--- src/hw/wwdt_pkg.sv ---
// Purpose: Shared constants for the windowed watchdog timer block.
// Assumes: AXI4-Lite register access, 32-bit data, 100 MHz aclk.
// Notes:   Register offsets are byte addresses; one aligned word each.
// Operation
// - Watchdog comes up enabled and counting after every reset, no software arming.
// - Disable command stops it, enable command restarts it, accepted at any time.
// - Overflow without service raises a reset request to system reset logic.
// - Service while enabled and count is below the window boundary also raises reset request.
// - 16-bit counter, system or wake-up clock, prescaled by 16384 or 256.
// - Each valid service loads the counter with the programmed reload value.
// - Default settings give about 0.13 s timeout from the 500 kHz wake-up clock.
package wwdt_pkg;

    // ==========================================================
    // Register map
    localparam logic [7:0] OFS_CTRL = 8'h00;
    localparam logic [7:0] OFS_RELOAD = 8'h04;
    localparam logic [7:0] OFS_WINDOW = 8'h08;
    localparam logic [7:0] OFS_CMD = 8'h0C;
    localparam logic [7:0] OFS_STATUS = 8'h10;
    localparam logic [7:0] OFS_COUNT = 8'h14;

    // ==========================================================
    // Field positions
    localparam int unsigned CTRL_CLK_SEL_BIT = 0;
    localparam int unsigned CTRL_DIV_SEL_BIT = 1;
    localparam int unsigned CMD_SERVICE_BIT = 0;
    localparam int unsigned CMD_DISABLE_BIT = 1;
    localparam int unsigned CMD_ENABLE_BIT = 2;
    localparam int unsigned STAT_ENABLED_BIT = 0;
    localparam int unsigned STAT_RESET_REQ_BIT = 1;
    localparam int unsigned STAT_OVERFLOW_BIT = 2;
    localparam int unsigned STAT_EARLY_BIT = 3;

    // ==========================================================
    // Prescaler and default interval
    localparam int unsigned PRESCALE_W = 14;
    localparam int unsigned DIV_SLOW = 16384;
    localparam int unsigned DIV_FAST = 256;
    localparam int unsigned DEFAULT_INTERVAL_US = 130000;
    localparam int unsigned WAKEUP_FREQ_KHZ = 500;
    // Wake-up clock edges in the default interval, then whole prescaled ticks
    localparam int unsigned DEFAULT_EDGES = DEFAULT_INTERVAL_US * WAKEUP_FREQ_KHZ / 1000;
    localparam int unsigned DEFAULT_TICKS = (DEFAULT_EDGES + DIV_FAST - 1) / DIV_FAST;

    // ==========================================================
    // Reset values
    localparam logic RESET_CLK_SEL = 1'h1;
    localparam logic RESET_DIV_SEL = 1'h1;
    localparam logic [15:0] RESET_RELOAD = 16'(32'h0001_0000 - DEFAULT_TICKS);
    localparam logic [15:0] RESET_WINDOW = 16'h0000;
    localparam logic [15:0] COUNT_MAX = 16'hFFFF;

    // ==========================================================
    // Bus responses
    localparam logic [1:0] RESP_OKAY = 2'h0;
    localparam logic [1:0] RESP_SLVERR = 2'h2;

endpackage

--- src/hw/wwdt_prescaler.sv ---
// Purpose: Clock source selection and prescaler for the watchdog counter.
// Assumes: Wake-up clock is far slower than aclk; it is sampled as a level.
// Notes:   Emits a one-cycle tick every 16384 or 256 selected source edges.
module wwdt_prescaler (
    // Clock and reset
    input wire logic aclk,
    input wire logic aresetn,
    // Source and mode
    input wire logic wakeup_osc_clock,
    input wire logic clk_sel,
    input wire logic div_sel,
    // Control
    input wire logic run,
    input wire logic restart,
    // Result
    output logic tick
);

    // ==========================================================
    // State
    typedef struct packed {
        logic sync_a;
        logic sync_b;
        logic prev;
        logic [wwdt_pkg::PRESCALE_W-1:0] cnt;
        logic tick;
    } wwdt_presc_type;

    wwdt_presc_type s;
    wwdt_presc_type next_s;
    logic [wwdt_pkg::PRESCALE_W-1:0] last;
    logic step;

    // Terminal count for the chosen division
    assign last = div_sel ? wwdt_pkg::PRESCALE_W'(wwdt_pkg::DIV_FAST - 1)
                          : wwdt_pkg::PRESCALE_W'(wwdt_pkg::DIV_SLOW - 1);
    // Rising wake-up edge, or every aclk cycle for the system clock
    assign step = clk_sel ? (s.sync_b & ~s.prev) : 1'b1;
    assign tick = s.tick;

    // Next state; restart keeps a fresh service from landing mid-tick
    always_comb
    begin
        next_s = s;
        next_s.sync_a = wakeup_osc_clock;
        next_s.sync_b = s.sync_a;
        next_s.prev = s.sync_b;
        next_s.tick = 1'b0;
        if (restart || !run)
        begin
            next_s.cnt = '0;
        end
        else if (step)
        begin
            if (s.cnt == last)
            begin
                next_s.cnt = '0;
                next_s.tick = 1'b1;
            end
            else
            begin
                next_s.cnt = s.cnt + 1'b1;
            end
        end
    end

    // Register
    always_ff @(posedge aclk)
    begin
        if (!aresetn)
            s <= '0;
        else
            s <= next_s;
    end

    // ==========================================================
    // Checks
    chk_tick_spacing: assert property (@(posedge aclk) disable iff (!aresetn)
        s.tick |=> !s.tick [*8])
        else $error("prescaler ticks closer than the division allows");

endmodule // wwdt_prescaler

--- src/hw/wwdt_top.sv ---
// Purpose: Windowed watchdog timer with AXI4-Lite register access.
// Assumes: Single aclk domain; wake-up clock arrives as a plain pin.
// Notes:   Reset request is sticky until the system reset clears it.
module wwdt_top (
    // Clock and reset
    input wire logic aclk,
    input wire logic aresetn,
    // AXI4-Lite write address
    input wire logic awvalid,
    output logic awready,
    input wire logic [7:0] awaddr,
    input wire logic [2:0] awprot,
    // AXI4-Lite write data
    input wire logic wvalid,
    output logic wready,
    input wire logic [31:0] wdata,
    input wire logic [3:0] wstrb,
    // AXI4-Lite write response
    output logic bvalid,
    input wire logic bready,
    output logic [1:0] bresp,
    // AXI4-Lite read address
    input wire logic arvalid,
    output logic arready,
    input wire logic [7:0] araddr,
    input wire logic [2:0] arprot,
    // AXI4-Lite read data
    output logic rvalid,
    input wire logic rready,
    output logic [31:0] rdata,
    output logic [1:0] rresp,
    // Watchdog clock source and reset request
    input wire logic wakeup_osc_clock,
    output logic reset_request
);

    // ==========================================================
    // State
    typedef struct packed {
        logic enabled;
        logic clk_sel;
        logic div_sel;
        logic [15:0] reload;
        logic [15:0] window;
        logic [15:0] count;
        logic rst_req;
        logic cause_ovf;
        logic cause_early;
        logic aw_held;
        logic [7:0] aw_addr;
        logic w_held;
        logic [31:0] wdata;
        logic [3:0] wstrb;
        logic bvalid;
        logic [1:0] bresp;
        logic rvalid;
        logic [31:0] rdata;
        logic [1:0] rresp;
    } wwdt_state_type;

    localparam wwdt_state_type RESET_STATE = '{
        enabled: 1'b1,
        clk_sel: wwdt_pkg::RESET_CLK_SEL,
        div_sel: wwdt_pkg::RESET_DIV_SEL,
        reload: wwdt_pkg::RESET_RELOAD,
        window: wwdt_pkg::RESET_WINDOW,
        count: wwdt_pkg::RESET_RELOAD,
        default: '0
    };

    wwdt_state_type s;
    wwdt_state_type next_s;
    logic do_write;
    logic cmd_write;
    logic cmd_service;
    logic cmd_disable;
    logic cmd_enable;
    logic tick;
    logic early;
    logic wrap;

    // Merge a 16-bit field under the low two byte strobes
    function automatic logic [15:0] merge16(
        input logic [15:0] old,
        input logic [31:0] data,
        input logic [3:0] strb
    );
        logic [15:0] res;
        res = old;
        if (strb[0])
            res[7:0] = data[7:0];
        if (strb[1])
            res[15:8] = data[15:8];
        return res;
    endfunction

    // ==========================================================
    // Bus handshakes; one transfer of each kind in flight
    assign awready = !s.aw_held;
    assign wready = !s.w_held;
    assign arready = !s.rvalid;
    assign bvalid = s.bvalid;
    assign bresp = s.bresp;
    assign rvalid = s.rvalid;
    assign rdata = s.rdata;
    assign rresp = s.rresp;
    assign reset_request = s.rst_req;

    // Commands only come from byte 0 of a write to the command word
    assign do_write = s.aw_held && s.w_held && !s.bvalid;
    assign cmd_write = do_write && (s.aw_addr == wwdt_pkg::OFS_CMD) && s.wstrb[0];
    assign cmd_service = cmd_write && s.wdata[wwdt_pkg::CMD_SERVICE_BIT];
    assign cmd_disable = cmd_write && s.wdata[wwdt_pkg::CMD_DISABLE_BIT];
    assign cmd_enable = cmd_write && s.wdata[wwdt_pkg::CMD_ENABLE_BIT];

    // Window breach: service while still below the boundary
    assign early = cmd_service && s.enabled && (s.count < s.window);
    assign wrap = s.enabled && tick && (s.count == wwdt_pkg::COUNT_MAX);

    // ==========================================================
    // Prescaler; a service restarts it so the reload gets a full first tick
    wwdt_prescaler u_presc (
        .aclk(aclk),
        .aresetn(aresetn),
        .wakeup_osc_clock(wakeup_osc_clock),
        .clk_sel(s.clk_sel),
        .div_sel(s.div_sel),
        .run(s.enabled),
        .restart(cmd_service),
        .tick(tick)
    );

    // ==========================================================
    // Next state: bus, registers, counter
    always_comb
    begin
        next_s = s;
        // Response channels drop once taken
        if (s.bvalid && bready)
            next_s.bvalid = 1'b0;
        if (s.rvalid && rready)
            next_s.rvalid = 1'b0;
        // Address and data are latched independently, in either order
        if (awvalid && !s.aw_held)
        begin
            next_s.aw_held = 1'b1;
            next_s.aw_addr = awaddr;
        end
        if (wvalid && !s.w_held)
        begin
            next_s.w_held = 1'b1;
            next_s.wdata = wdata;
            next_s.wstrb = wstrb;
        end
        // Register write once both halves are here
        if (do_write)
        begin
            next_s.aw_held = 1'b0;
            next_s.w_held = 1'b0;
            next_s.bvalid = 1'b1;
            next_s.bresp = wwdt_pkg::RESP_OKAY;
            case (s.aw_addr)
                wwdt_pkg::OFS_CTRL:
                begin
                    if (s.wstrb[0])
                    begin
                        next_s.clk_sel = s.wdata[wwdt_pkg::CTRL_CLK_SEL_BIT];
                        next_s.div_sel = s.wdata[wwdt_pkg::CTRL_DIV_SEL_BIT];
                    end
                end
                wwdt_pkg::OFS_RELOAD:
                    next_s.reload = merge16(s.reload, s.wdata, s.wstrb);
                wwdt_pkg::OFS_WINDOW:
                    next_s.window = merge16(s.window, s.wdata, s.wstrb);
                wwdt_pkg::OFS_CMD, wwdt_pkg::OFS_STATUS, wwdt_pkg::OFS_COUNT:
                    next_s.bresp = wwdt_pkg::RESP_OKAY;
                default:
                    next_s.bresp = wwdt_pkg::RESP_SLVERR;
            endcase
        end
        // Read: data registered one cycle after the address is taken
        if (arvalid && !s.rvalid)
        begin
            next_s.rvalid = 1'b1;
            next_s.rresp = wwdt_pkg::RESP_OKAY;
            next_s.rdata = '0;
            case (araddr)
                wwdt_pkg::OFS_CTRL:
                begin
                    next_s.rdata[wwdt_pkg::CTRL_CLK_SEL_BIT] = s.clk_sel;
                    next_s.rdata[wwdt_pkg::CTRL_DIV_SEL_BIT] = s.div_sel;
                end
                wwdt_pkg::OFS_RELOAD:
                    next_s.rdata[15:0] = s.reload;
                wwdt_pkg::OFS_WINDOW:
                    next_s.rdata[15:0] = s.window;
                wwdt_pkg::OFS_CMD:
                    next_s.rdata = '0;
                wwdt_pkg::OFS_STATUS:
                begin
                    next_s.rdata[wwdt_pkg::STAT_ENABLED_BIT] = s.enabled;
                    next_s.rdata[wwdt_pkg::STAT_RESET_REQ_BIT] = s.rst_req;
                    next_s.rdata[wwdt_pkg::STAT_OVERFLOW_BIT] = s.cause_ovf;
                    next_s.rdata[wwdt_pkg::STAT_EARLY_BIT] = s.cause_early;
                end
                wwdt_pkg::OFS_COUNT:
                    next_s.rdata[15:0] = s.count;
                default:
                    next_s.rresp = wwdt_pkg::RESP_SLVERR;
            endcase
        end
        // Enable beats disable when both bits arrive in one write
        if (cmd_disable)
            next_s.enabled = 1'b0;
        if (cmd_enable)
            next_s.enabled = 1'b1;
        // Counter: service reload has priority over a coincident tick
        if (cmd_service)
            next_s.count = s.reload;
        else if (s.enabled && tick)
            next_s.count = s.count + 16'h0001;
        // Causes are sticky; only a system reset lets go of the request
        if (wrap && !cmd_service)
        begin
            next_s.rst_req = 1'b1;
            next_s.cause_ovf = 1'b1;
        end
        if (early)
        begin
            next_s.rst_req = 1'b1;
            next_s.cause_early = 1'b1;
        end
    end

    // Register; reset brings the watchdog up armed with default interval
    always_ff @(posedge aclk)
    begin
        if (!aresetn)
            s <= RESET_STATE;
        else
            s <= next_s;
    end

    // ==========================================================
    // Checks
    chk_armed_after_reset: assert property (@(posedge aclk) disable iff (!aresetn)
        $rose(aresetn) |-> s.enabled && !s.rst_req && s.count == s.reload)
        else $error("watchdog not armed after reset");

    chk_default_setup: assert property (@(posedge aclk) disable iff (!aresetn)
        $rose(aresetn) |-> s.clk_sel && s.div_sel && s.reload == wwdt_pkg::RESET_RELOAD)
        else $error("default timeout settings wrong after reset");

    chk_disable_enable: assert property (@(posedge aclk) disable iff (!aresetn)
        cmd_write |=> s.enabled == ($past(cmd_enable) || ($past(s.enabled) && !$past(cmd_disable))))
        else $error("enable or disable command not obeyed");

    chk_halt_when_off: assert property (@(posedge aclk) disable iff (!aresetn)
        (!s.enabled && !cmd_service) |=> $stable(s.count))
        else $error("counter moved while disabled");

    chk_overflow_reset: assert property (@(posedge aclk) disable iff (!aresetn)
        (wrap && !cmd_service) |=> reset_request && s.cause_ovf && s.count == 16'h0000)
        else $error("overflow did not raise reset request");

    chk_early_service: assert property (@(posedge aclk) disable iff (!aresetn)
        early |=> reset_request && s.cause_early)
        else $error("service inside window did not raise reset request");

    chk_request_sticky: assert property (@(posedge aclk) disable iff (!aresetn)
        reset_request |=> reset_request [*4])
        else $error("reset request dropped before system reset");

    chk_service_reload: assert property (@(posedge aclk) disable iff (!aresetn)
        cmd_service |=> s.count == $past(s.reload))
        else $error("service did not load reload value");

    chk_count_step: assert property (@(posedge aclk) disable iff (!aresetn)
        (s.enabled && tick && !cmd_service) |=> s.count == 16'($past(s.count) + 16'h0001))
        else $error("counter did not step on prescaled tick");

    chk_no_false_reset: assert property (@(posedge aclk) disable iff (!aresetn)
        (!reset_request && !wrap && !early) |=> !reset_request)
        else $error("reset request without cause");

    chk_late_service: assert property (@(posedge aclk) disable iff (!aresetn)
        (cmd_service && !early && !wrap && !reset_request) |=> !reset_request)
        else $error("service outside window raised reset request");

    chk_write_answer: assert property (@(posedge aclk) disable iff (!aresetn)
        do_write |=> bvalid)
        else $error("write response missing after register write");

    chk_read_answer: assert property (@(posedge aclk) disable iff (!aresetn)
        (arvalid && arready) |=> rvalid)
        else $error("read data missing after address taken");

    chk_bresp_taken: assert property (@(posedge aclk) disable iff (!aresetn)
        (bvalid && bready) |=> !bvalid)
        else $error("write response stayed after it was taken");

    chk_rresp_taken: assert property (@(posedge aclk) disable iff (!aresetn)
        (rvalid && rready) |=> !rvalid)
        else $error("read data stayed after it was taken");

endmodule // wwdt_top

--- config.mk ---
export PLATFORM = sky130hd
export DESIGN_NAME = wwdt_top
export DESIGN_NICKNAME = d
export VERILOG_FILES = /design/src/hw/wwdt_pkg.sv /design/src/hw/wwdt_prescaler.sv /design/src/hw/wwdt_top.sv
export SDC_FILE = /design/constraint.sdc
export NUM_CORES = 1
export LEC_CHECK = 0
export ABC_AREA = 1
export BUFFER_PORTS_ARGS = -buffer_cell sky130_fd_sc_hd__buf_4
export CORE_ASPECT_RATIO = 0.7
export CORE_MARGIN = 1
export CORE_UTILIZATION = 51
export DETAILED_ROUTE_END_ITERATION = 10
export GPL_ROUTABILITY_DRIVEN = 1
export PLACE_DENSITY = 0.74
export REMOVE_ABC_BUFFERS = 1
export SETUP_SLACK_MARGIN = 0.05
export SYNTH_ARGS = -nofsm -noshare
export SYNTH_HDL_FRONTEND = slang
export SYNTH_SLANG_ARGS = --single-unit
--- constraint.sdc ---
create_clock -name aclk -period 1.5 [get_ports aclk]
set_clock_uncertainty 0.2 [all_clocks]
set_input_delay 0.225 -clock aclk [delete_from_list [all_inputs] [get_ports aclk]]
set_output_delay 0.225 -clock aclk [all_outputs]
set_load 0.01 [all_outputs]
==> results of run 1 <==
through the flow:
step,setup TNS [ns],area (um2)
2_1_floorplan,-13.90,5809
3_3_place_gp,-9.607,7555
3_5_place_dp,-12.34,7555
4_1_cts,-7.994,8966
5_1_grt,-14.47,9345
6_report,-9.810,9345
flip-flops by register name (all words and copies together), names as in the netlist:
name and flops:
rresp 1, rdata 16, u_presc.s 15, bresp 1, rvalid 1, u_presc.tick 1
u_presc.next_s 2, reset_request 1, bvalid 1, s 81
cell usage in the layout (no fill, tap or decap), drive strengths merged:
cell type / count
clkbuf: 22
o21a: 1
o211ai: 15
o21ai: 67
o22ai: 1
clkinv: 6
a21oi: 62
clkinvlp: 3
xor2: 11
nand3: 97
o21bai: 3
nor2: 106
conb: 18
nand4: 10
inv: 91
buf: 213
a21o: 1
dfxtp: 120
nand3b: 1
nor3b: 1
nor4: 2
dlygate4sd3: 33
and3: 1
a31oi: 3
ha: 17
nor3: 11
bufinv: 3
nand2: 176
or2: 1
how the worst min path moves through the flow:
| stage | start | slack (ns) | to |
|---|---|---|---|
| floorplan | aresetn | 0.10 | s[132] |
| global placement | u_presc.next_s[16] | 0.19 | u_presc.next_s[15] |
| detailed placement | u_presc.next_s[16] | 0.20 | u_presc.next_s[15] |
| CTS | araddr[1] | 0.04 | rresp[1] |
| global route | araddr[4] | 0.11 | rresp[1] |
| finish | araddr[1] | 0.05 | rresp[1] |
repair_timing:
item | 4_1_cts | 5_1_grt
hold buffers | 33 | 0
setup endpoints to repair | 75 | 83
resized for setup | 135 | 92
setup buffers | 10 | 4
cloned | 2 | 0
hold endpoints to repair | 33 | 0
pin swaps | 47 | 33
cell type report:
type                    count  area, um2
fillers                   721       2381
inverters                  94      377.9
well taps                 157      196.4
clock buffers              22      464.2
multi-input cells         605       3646
flip-flops and latches    120       2439
clock inverters             9      100.1
repair buffers            246       2122
power by group through the flow:
stage	clock network [mW]	registers (mW)	logic, mW
2_1_floorplan	0	3.39	0.278
4_1_cts	3.95	3.35	0.777
6_report	3.96	3.36	0.844
5_1_grt	4.13	3.36	0.912
3_3_place_gp	0	3.40	0.614
3_5_place_dp	0	3.40	0.625
per-layer routing:
metal  GRT usage (%)  vias up  wire, um
li1                -     3218         -
met1           43.03     3110      8927
met2           47.18      373      9180
met3           6.472       42      1957
met4           10.13        0       378
met5               0        -         0
logic make-up (layout without fill, tap and decap cells):
group	after synthesis	in the layout
flip-flops	120	120
XOR/XNOR	11	11
AND/OR/NAND/NOR	405	406
AO/OA/AOI/OAI	153	153
adder cells (fa/ha/maj)	17	17
buffers and inverters	158	371
other	1	18
synthesized netlist by cell type (2+ instances only):
library cell	instances	area, um2
nand2_1	172	645.6
dfxtp_1	120	2402
nor2_1	96	360.4
nand3_1	92	460.4
inv_1	90	337.8
a21oi_1	62	310.3
o21ai_0	62	310.3
buf_4	36	270.3
ha_1	17	212.7
clkbuf_1	14	52.55
o211ai_1	13	97.59
xor2_1	11	96.34
nor3_1	9	45.04
nand4_1	8	50.05
nor2_4	7	78.83
buf_2	5	25.02
buf_6	5	56.30
o21ai_1	5	25.02
buf_1	4	15.01
nand2_2	4	25.02
a31oi_1	3	18.77
nand3_4	3	52.55
nor2_2	3	18.77
o21bai_1	3	22.52
clkinv_1	2	7.510
inv_2	2	7.510
nor4_1	2	12.51
o211ai_2	2	25.02
worst max-delay path: cells and delay by family (launching register included):
family / cells / cell delay [ns]
AOI/OAI and AO/OA: 1 / 0.18
buffers and inverters: 1 / 0.14
DFF: 1 / 0.40
and+or+nand+nor: 6 / 0.69
==> results.sh, run 1 <==
export IMPL_status="finished with violations"
export IMPL_violations="negative setup slack"
export IMPL_critPathMaxStageDelay_ns=0.40
export IMPL_ys_ff_latch=120
export IMPL_synth_area_per_cell_um2=7.127
export IMPL_drtIter0Drc=609
export IMPL_clock_sinks=120
export IMPL_worstHoldPathType="input pin to register"
export IMPL_max_freq_ghz=0.5774
export IMPL_antenna_found_initial=0
export IMPL_cts_buffers=17
export IMPL_dp_hpwl_mm=11.99
export IMPL_cp_slowest_cell="dfxtp_1"
export IMPL_gr_total_overflow=0
export IMPL_cp_common_cell="nand2_1"
export IMPL_reg2reg_slack_ns=-0.23
export IMPL_drc=0
export IMPL_p_sw_mw=1.985
export IMPL_fin_nets=1167
export IMPL_wirelength_mm=20.44
export IMPL_switching_share_pct=24.30
export IMPL_cp_startpoint="u_presc.s[10]"
export IMPL_cp_endpoint="u_presc.s[4]"
export IMPL_drv_cap=0
export IMPL_place_port_buffers=65
export IMPL_power_frac_comb_pct=10.3
export IMPL_power_frac_clock_pct=48.5
export IMPL_die_h_um=93.99
export IMPL_pin_count=108
export IMPL_setup_ws_ns=-0.2320
export IMPL_synthAdderAreaFrac_pct=3.450
export IMPL_clk_path_buf_depth=2
export IMPL_grt_pass1_wl_mm=29.96
export IMPL_crit_chain="nand2_1 > nor3_2 > nand2_1 > o21ai_1 > nand2_2 > nand4_1 > buf_6 > nor2_1"
export IMPL_wire_per_inst_um=16.32
export IMPL_place_inst=1173
export IMPL_hold_viol=0
export IMPL_synth_top_family_by_area="simple AND/OR/NAND/NOR gates"
export IMPL_core_rowCount=33
export IMPL_finalPower_mw=8.167
export IMPL_rsz0062_at_grt="yes"
export IMPL_area_growth_pct=51.59
export IMPL_report_final_slew_viol_count=0
export IMPL_cts_tree="built"
export IMPL_r2r_end="u_presc.s[4]"
export IMPL_reg2reg_depth=8
export IMPL_dieArea_um2=12540
export IMPL_worst_setup_path_start_kind="register"
export IMPL_die_width_um=133.4
export IMPL_timing_hold_ws_ns=0.04655
export IMPL_diodes=0
export IMPL_synth_xor_area_share_pct=1.563
export IMPL_synth_compound_area_share_pct=13.48
export IMPL_worstSetupPathType="register to register"
export IMPL_arrival_ns=1.84
export IMPL_internal_power_mw=6.183
export IMPL_synth_seq_area_share_pct=38.97
export IMPL_cp_max_fo=5
export IMPL_utilization_pct=79.69
export IMPL_drive_gt1_share_pct=37.50
export IMPL_core_area_um2=11730
export IMPL_vdd_drop_max_uv=844.1
export IMPL_routabilityCongestion=0.9285
export IMPL_firstDrtPassIters=5
export IMPL_yosys_mux_area_fraction_pct=0
export IMPL_synthCells=865
export IMPL_synth_cell_types=41
export IMPL_synth_edf_count=0
export IMPL_grt_total_usage_pct=30.83
export IMPL_preCtsSetupSlack_ns=-0.3383
export IMPL_start_util_pct=52.57
export IMPL_postSynth_topFlopCell="dfxtp_1"
export IMPL_setup_viol=67
export IMPL_end_kind="register"
export IMPL_p_seq_share_pct=41.1
export IMPL_yosys_warnings=0
export IMPL_final_cell_count_no_fill=1253
export IMPL_cp_required_ns=1.61
export IMPL_syn_area_um2=6165
export IMPL_grt_max_degree=25
export IMPL_clkLatencyLatePin_ns=0.42
export IMPL_hold_depth=5
export IMPL_vias=6743
export IMPL_ant_nets=0
export IMPL_p_per_area_nw_per_um2=874.0
export IMPL_viasPerCell=5.381
export IMPL_timing_rr_start="u_presc.s[10]"
export IMPL_h_tree_depth=4
export IMPL_synthSimpleGateAreaFrac_pct=29.96
export IMPL_grt_pass1_vias=6034
export IMPL_p_leak_nw=4.211
export IMPL_finalCritPeriodShare_pct=115.5
export IMPL_cts_clk_slew_worst_paths_ns=0.05
export IMPL_min_period_ns=1.732
export IMPL_cts_root_buffer="clkbuf_16"
export IMPL_synthArstFlopShare_pct=0
Note: power is estimated with default switching activity, not from simulation.
==> run 2, diff against run 1 <==
--- a/config.mk
+++ b/config.mk
@@ -5,14 +5,14 @@
 export SDC_FILE = /design/constraint.sdc
 export NUM_CORES = 1
 export LEC_CHECK = 0
-export ABC_AREA = 1
+export ABC_AREA = 0
 export BUFFER_PORTS_ARGS = -buffer_cell sky130_fd_sc_hd__buf_4
 export CORE_ASPECT_RATIO = 0.7
 export CORE_MARGIN = 1
-export CORE_UTILIZATION = 51
+export CORE_UTILIZATION = 50
 export DETAILED_ROUTE_END_ITERATION = 10
 export GPL_ROUTABILITY_DRIVEN = 1
-export PLACE_DENSITY = 0.74
+export PLACE_DENSITY = 0.73
 export REMOVE_ABC_BUFFERS = 1
 export SETUP_SLACK_MARGIN = 0.05
 export SYNTH_ARGS = -nofsm -noshare
==> run 2 against run 1 <==
Effect of this change:
- the flow still finishes with violations (negative setup slack)
- worst hold slack gained 0.0063 ns
- routed wire length shrank 13%
- utilization shrank 3.0 points
- global-route usage shrank 1.2 points
- count of clock-buffer cells in the layout grew 1
- synthesized cell count shrank 24%
- largest power group unchanged
==> results.sh, run 2 <==
export IMPL_status="finished with violations"
export IMPL_violations="negative setup slack"
export IMPL_yosys_warnings=0
export IMPL_clk_path_buf_depth=2
export IMPL_syn_area_um2=5853
export IMPL_final_cell_mix="buf_4, dfxtp_1, nand2_1"
export IMPL_cp_required_ns=1.59
export IMPL_hold_viol=0
export IMPL_p_seq_share_pct=39.0
export IMPL_synth_largest_area_cell="dfxtp_1"
export IMPL_power_frac_clock_pct=52.6
export IMPL_firstDrtPassIters=5
export IMPL_top_register="s"
export IMPL_setup_viol=83
export IMPL_final_common_cell="buf_4"
export IMPL_gr_total_overflow=0
export IMPL_rsz0062_at_grt="yes"
export IMPL_synth_top_cell_area_share_pct=41.04
export IMPL_cp_startpoint="s[114]"
export IMPL_grt_max_degree=45
export IMPL_h_tree_depth=4
export IMPL_reg2reg_slack_ns=-0.69
export IMPL_dp_hpwl_mm=11.27
export IMPL_wire_per_inst_um=17.27
export IMPL_vdd_drop_max_uv=690.5
export IMPL_power_frac_comb_pct=8.4
export IMPL_synth_area_per_cell_um2=8.855
export IMPL_core_rowCount=32
export IMPL_worstHoldPathType="input pin to register"
export IMPL_synth_seq_area_share_pct=41.04
export IMPL_tightest_slew_ns=0.6220
export IMPL_nFillCells=733
export IMPL_cts_root_buffer="clkbuf_16"
export IMPL_yosys_top_cells_count="dfxtp_1, nand2_1, nor2_1, nand3_1, buf_4"
export IMPL_diodes=0
export IMPL_grt_pass1_vias=5542
export IMPL_internal_power_mw=6.659
export IMPL_max_freq_ghz=0.4557
export IMPL_grt_total_usage_pct=29.58
export IMPL_setup_ws_ns=-0.6945
export IMPL_arrival_ns=2.29
export IMPL_antenna_found_initial=0
export IMPL_finalCritPeriodShare_pct=146.3
export IMPL_synthArstFlopShare_pct=0
export IMPL_core_area_um2=11210
export IMPL_synth_cell_types=56
export IMPL_cts_clk_slew_worst_paths_ns=0.05
export IMPL_largest_reg_flops=81
export IMPL_timing_rr_start="s[114]"
export IMPL_report_final_slew_viol_count=0
export IMPL_cp_max_fo=3
export IMPL_dpl_cell_area_um2=7171
export IMPL_clkLatencyLatePin_ns=0.42
export IMPL_wirelength_mm=17.86
export IMPL_multi_input_area_um2=3282
export IMPL_regArea_um2=2412
export IMPL_routabilityCongestion=0.8904
export IMPL_cts_buffers=17
export IMPL_drc=0
export IMPL_slew_headroom_pct=58.28
export IMPL_synthCells=661
export IMPL_postSynth_topFlopCell="dfxtp_1"
export IMPL_synth_most_common_cell="dfxtp_1"
export IMPL_switching_share_pct=21.36
export IMPL_end_kind="register"
export IMPL_synthTopCellsByArea="dfxtp_1, mux2i_1, nand2_1"
export IMPL_vias=5694
export IMPL_preCtsSetupSlack_ns=-0.6751
export IMPL_drv_cap=0
export IMPL_area_growth_pct=46.99
export IMPL_p_per_area_nw_per_um2=984.2
export IMPL_drtIter0Drc=447
export IMPL_hold_start="araddr[4]"
export IMPL_ys_ff_latch=120
export IMPL_grt_pass1_wl_mm=27.96
export IMPL_die_h_um=92.53
export IMPL_drive_gt1_share_pct=32.01
export IMPL_ant_nets=0
export IMPL_clock_sinks=120
export IMPL_finalPower_mw=8.467
export IMPL_fin_nets=951
export IMPL_cts_tree="built"
export IMPL_place_port_buffers=65
export IMPL_synth_edf_count=0
export IMPL_die_width_um=131.3
export IMPL_worst_setup_path_start_kind="register"
export IMPL_reg2reg_depth=7
export IMPL_min_period_ns=2.194
export IMPL_pin_count=108
export IMPL_dieArea_um2=12150
export IMPL_start_util_pct=52.21
export IMPL_p_leak_nw=3.743
export IMPL_hold_depth=4
export IMPL_p_sw_mw=1.808
export IMPL_worstSetupPathType="register to register"
export IMPL_viasPerCell=5.507
export IMPL_final_area_um2=8603
==> run 2: cell families after synthesis <==
kind of cell,share of synthesized area (%)
AND/OR/NAND/NOR,22.62
flip-flops,41.04
AO/OA/AOI/OAI,14.22
buffers and inverters,8.123
multiplexers,6.563
XOR/XNOR,3.741
adder cells (fa/ha/maj),3.634
other,0.06407
==> run 2: worst max-delay path, stage by stage, from the launching register on <==
cell	delay (ns)
dfxtp_1	0.34
inv_1	0.05
ha_1	0.35
nand4_1	0.18
or3_1	0.41
o41a_1	0.36
o2111ai_4	0.10
a21boi_1	0.10
==> run 2: layer usage <==
layer	global-route usage, %	part of all wire, %	vias to the layer above
met1	38.10	44	2756
met3	7.389	7.8	27
li1	-	-	2675
met4	9.690	1.4	0
met5	0	0	-
met2	48.63	47	236
==> run 2: power groups by stage <==
| stage | logic [mW] | clock network (mW) | registers, mW |
|---|---|---|---|
| 2_1_floorplan | 0.218 | 0 | 3.37 |
| 3_3_place_gp | 0.533 | 0 | 3.36 |
| 3_5_place_dp | 0.549 | 0 | 3.36 |
| 4_1_cts | 0.660 | 4.47 | 3.30 |
| 5_1_grt | 0.763 | 4.64 | 3.31 |
| 6_report | 0.709 | 4.46 | 3.30 |
==> run 2: area by class of cell <==
class                   count  share of cell area, %
multi-input cells         471                  38.15
flip-flops and latches    120                  28.04
repair buffers            234                  23.07
clock buffers              23                  5.439
well taps                 153                  2.225
clock inverters             9                  1.978
inverters                  24                  1.105
==> run 2: worst paths after layout <==
path | to
worst max-delay path | reset_request
worst max register to register | reset_request
worst min-delay path | rdata[2]
worst min register to register | u_presc.next_s[15]
==> run 2: metrics by stage <==
stage                     hold WS [ns]  std cells  setup TNS [ns]  util, %
after global placement          0.2159        954          -41.19    63.96
after CTS                     0.003899       1030          -39.47    74.99
after floorplan                0.08694        614          -58.18        -
after global routing           0.06898       1034          -45.96    76.74
final                          0.05288       1034          -40.08    76.74
after detailed placement        0.2258        954          -44.66    63.96
==> run 2: timing repair <==
item                                   CTS  global route
cloned                                   3             1
gates resized for setup                 59            43
endpoints found under the hold margin   31             0
pin swaps                               29            16
setup endpoints to repair               88            99
hold buffers                            32             0
setup buffers                           11             6
==> run 3, diff against run 2 <==
--- a/config.mk
+++ b/config.mk
@@ -12,7 +12,7 @@
 export CORE_UTILIZATION = 50
 export DETAILED_ROUTE_END_ITERATION = 10
 export GPL_ROUTABILITY_DRIVEN = 1
-export PLACE_DENSITY = 0.73
+export PLACE_DENSITY = 0.76
 export REMOVE_ABC_BUFFERS = 1
 export SETUP_SLACK_MARGIN = 0.05
 export SYNTH_ARGS = -nofsm -noshare
==> constraint.sdc (replaced) <==
create_clock -name aclk -period 1.5 [get_ports aclk]
set_clock_uncertainty 0.2 [all_clocks]
set_input_delay 0.225 -clock aclk [delete_from_list [all_inputs] [get_ports aclk]]
set_output_delay 0.225 -clock aclk [all_outputs]
set_load 0.05 [all_outputs]
==> run 3 against run 2 <==
Effect of this change:
- the flow still finishes with violations (negative setup slack)
- sequential power barely moved
- non-clock buffer count is 1 higher
- cell area is 0.73% higher
- utilization up 0.56 points
- critical endpoint is now u_presc.s[12]
- highest routed layer unchanged
==> results.sh, run 3 (synthesized netlist as in run 2, its figures left out) <==
export IMPL_finalCritPeriodShare_pct=146.0
export IMPL_wirelength_mm=19.02
export IMPL_wire_per_inst_um=18.38
export IMPL_core_area_um2=11210
export IMPL_reg2reg_slack_ns=-0.69
export IMPL_grt_pass1_vias=5947
export IMPL_slew_headroom_pct=55.15
export IMPL_p_leak_nw=3.780
export IMPL_firstDrtPassIters=5
export IMPL_final_area_um2=8666
export IMPL_cp_slowest_cell="or4_4"
export IMPL_die_width_um=131.3
export IMPL_core_rowCount=32
export IMPL_cts_buffers=17
export IMPL_status="finished with violations"
export IMPL_cts_clk_slew_worst_paths_ns=0.05
export IMPL_drtIter0Drc=691
export IMPL_finalPower_mw=8.445
export IMPL_setup_ws_ns=-0.6902
export IMPL_drive_gt1_share_pct=33.22
export IMPL_min_period_ns=2.190
export IMPL_start_util_pct=52.21
export IMPL_rsz0062_at_grt="yes"
export IMPL_final_cell_mix="buf_4, dfxtp_1, nand2_1"
export IMPL_dpl_cell_area_um2=7186
export IMPL_viasPerCell=5.680
export IMPL_fin_nets=952
export IMPL_worst_setup_path_start_kind="register"
export IMPL_max_freq_ghz=0.4566
export IMPL_violations="negative setup slack"
export IMPL_worstSetupPathType="register to register"
export IMPL_h_tree_depth=4
export IMPL_clock_sinks=120
export IMPL_worstHoldPathType="input pin to register"
export IMPL_place_port_buffers=65
export IMPL_use_met2_pct=51.46
export IMPL_die_h_um=92.53
export IMPL_drc=0
export IMPL_cp_max_fo=5
export IMPL_area_growth_pct=48.05
export IMPL_hold_viol=0
export IMPL_pin_count=108
export IMPL_cts_tree="built"
export IMPL_p_per_area_nw_per_um2=974.5
export IMPL_final_common_cell="buf_4"
export IMPL_end_kind="register"
export IMPL_arrival_ns=2.28
export IMPL_ant_nets=0
export IMPL_grt_max_degree=42
export IMPL_drv_cap=0
export IMPL_tightest_slew_ns=0.6657
export IMPL_setup_viol=84
export IMPL_cp_required_ns=1.59
export IMPL_dieArea_um2=12150
export IMPL_vias=5879
export IMPL_largest_reg_flops=81
export IMPL_utilization_pct=77.30
export IMPL_gr_total_overflow=0
export IMPL_critPathMaxStageDelay_ns=0.55
export IMPL_cp_common_cell="buf_4"
export IMPL_diodes=0
export IMPL_met3_usage_pct=7.061
export IMPL_antenna_found_initial=0
export IMPL_grtUsageMet1_pct=35.88
export IMPL_clkLatencyLatePin_ns=0.41
export IMPL_clk_path_buf_depth=2
export IMPL_cts_root_buffer="clkbuf_16"
export IMPL_grt_total_usage_pct=30.29
export IMPL_tns_ns=-41.93
export IMPL_vdd_drop_max_uv=992.4
export IMPL_report_final_slew_viol_count=0
export IMPL_crit_chain="or4_4 > buf_4 > nand4b_1 > buf_6 > buf_4 > nand3_4 > a21o_4 > nor2_1"
export IMPL_grt_pass1_wl_mm=28.64
export IMPL_routabilityCongestion=0.9318
export IMPL_top_register="s"
export IMPL_dp_hpwl_mm=11.79
export IMPL_top_usage_layer="met2"
## run 3: repair_timing
| item | CTS | global route |
|---|---|---|
| setup buffers | 8 | 4 |
| gates resized for setup | 87 | 37 |
| hold buffers | 34 | 0 |
| endpoints found under the setup margin | 91 | 98 |
| gates cloned | 3 | 2 |
| hold endpoints to repair | 32 | 0 |
| pin swaps | 14 | 21 |
## run 3: path summary, 6_finish.rpt
path | to | startpoint | cells past startpoint
min | rdata[3] | araddr[4] | 4
max reg2reg | u_presc.s[12] | s[76] | 8
max | u_presc.s[12] | s[76] | 8
min reg2reg | u_presc.next_s[15] | u_presc.next_s[16] | 1
## run 3: worst max-delay path: cells and delay by family, from the launching register on
family / cells / cell delay [ns]
buffers and inverters: 3 / 0.50
AOI/OAI and AO/OA: 1 / 0.13
DFF: 1 / 0.32
and+or+nand+nor: 4 / 0.92
## run 3: where the power goes
group          internal [mW]  leakage [nW]  total, mW  switching, mW
Combinational          0.406          2.50      0.887          0.481
Sequential              3.26         0.977       3.31         0.0502
Clock                   2.78         0.301       4.25           1.47
## run 3: through the flow
step	setup WS [ns]	cells	hold slack, ns
6_report	-0.6902	1035	0.01166
5_1_grt	-0.7187	1035	0.004485
4_1_cts	-0.6102	1032	0.01044
3_5_place_dp	-0.6908	956	0.2238
3_3_place_gp	-0.6398	956	0.2143
2_1_floorplan	-1.002	614	0.08694
## run 3: layout make-up
cell class | count | area (um2)
Multi-Input combinational cell | 471 | 3301
Fill cell | 671 | 2545
Sequential cell | 120 | 2415
Timing Repair Buffer | 235 | 2036
Clock buffer | 21 | 480.5
Tap cell | 153 | 191.4
Clock inverter | 11 | 145.1
Inverter | 24 | 97.59
## run 3: routing by layer
layer  wire (um)  up-vias
met2        8929      337
met1        7532     2793
met4         748        0
met5           0        -
met3        1810       70
li1            -     2679
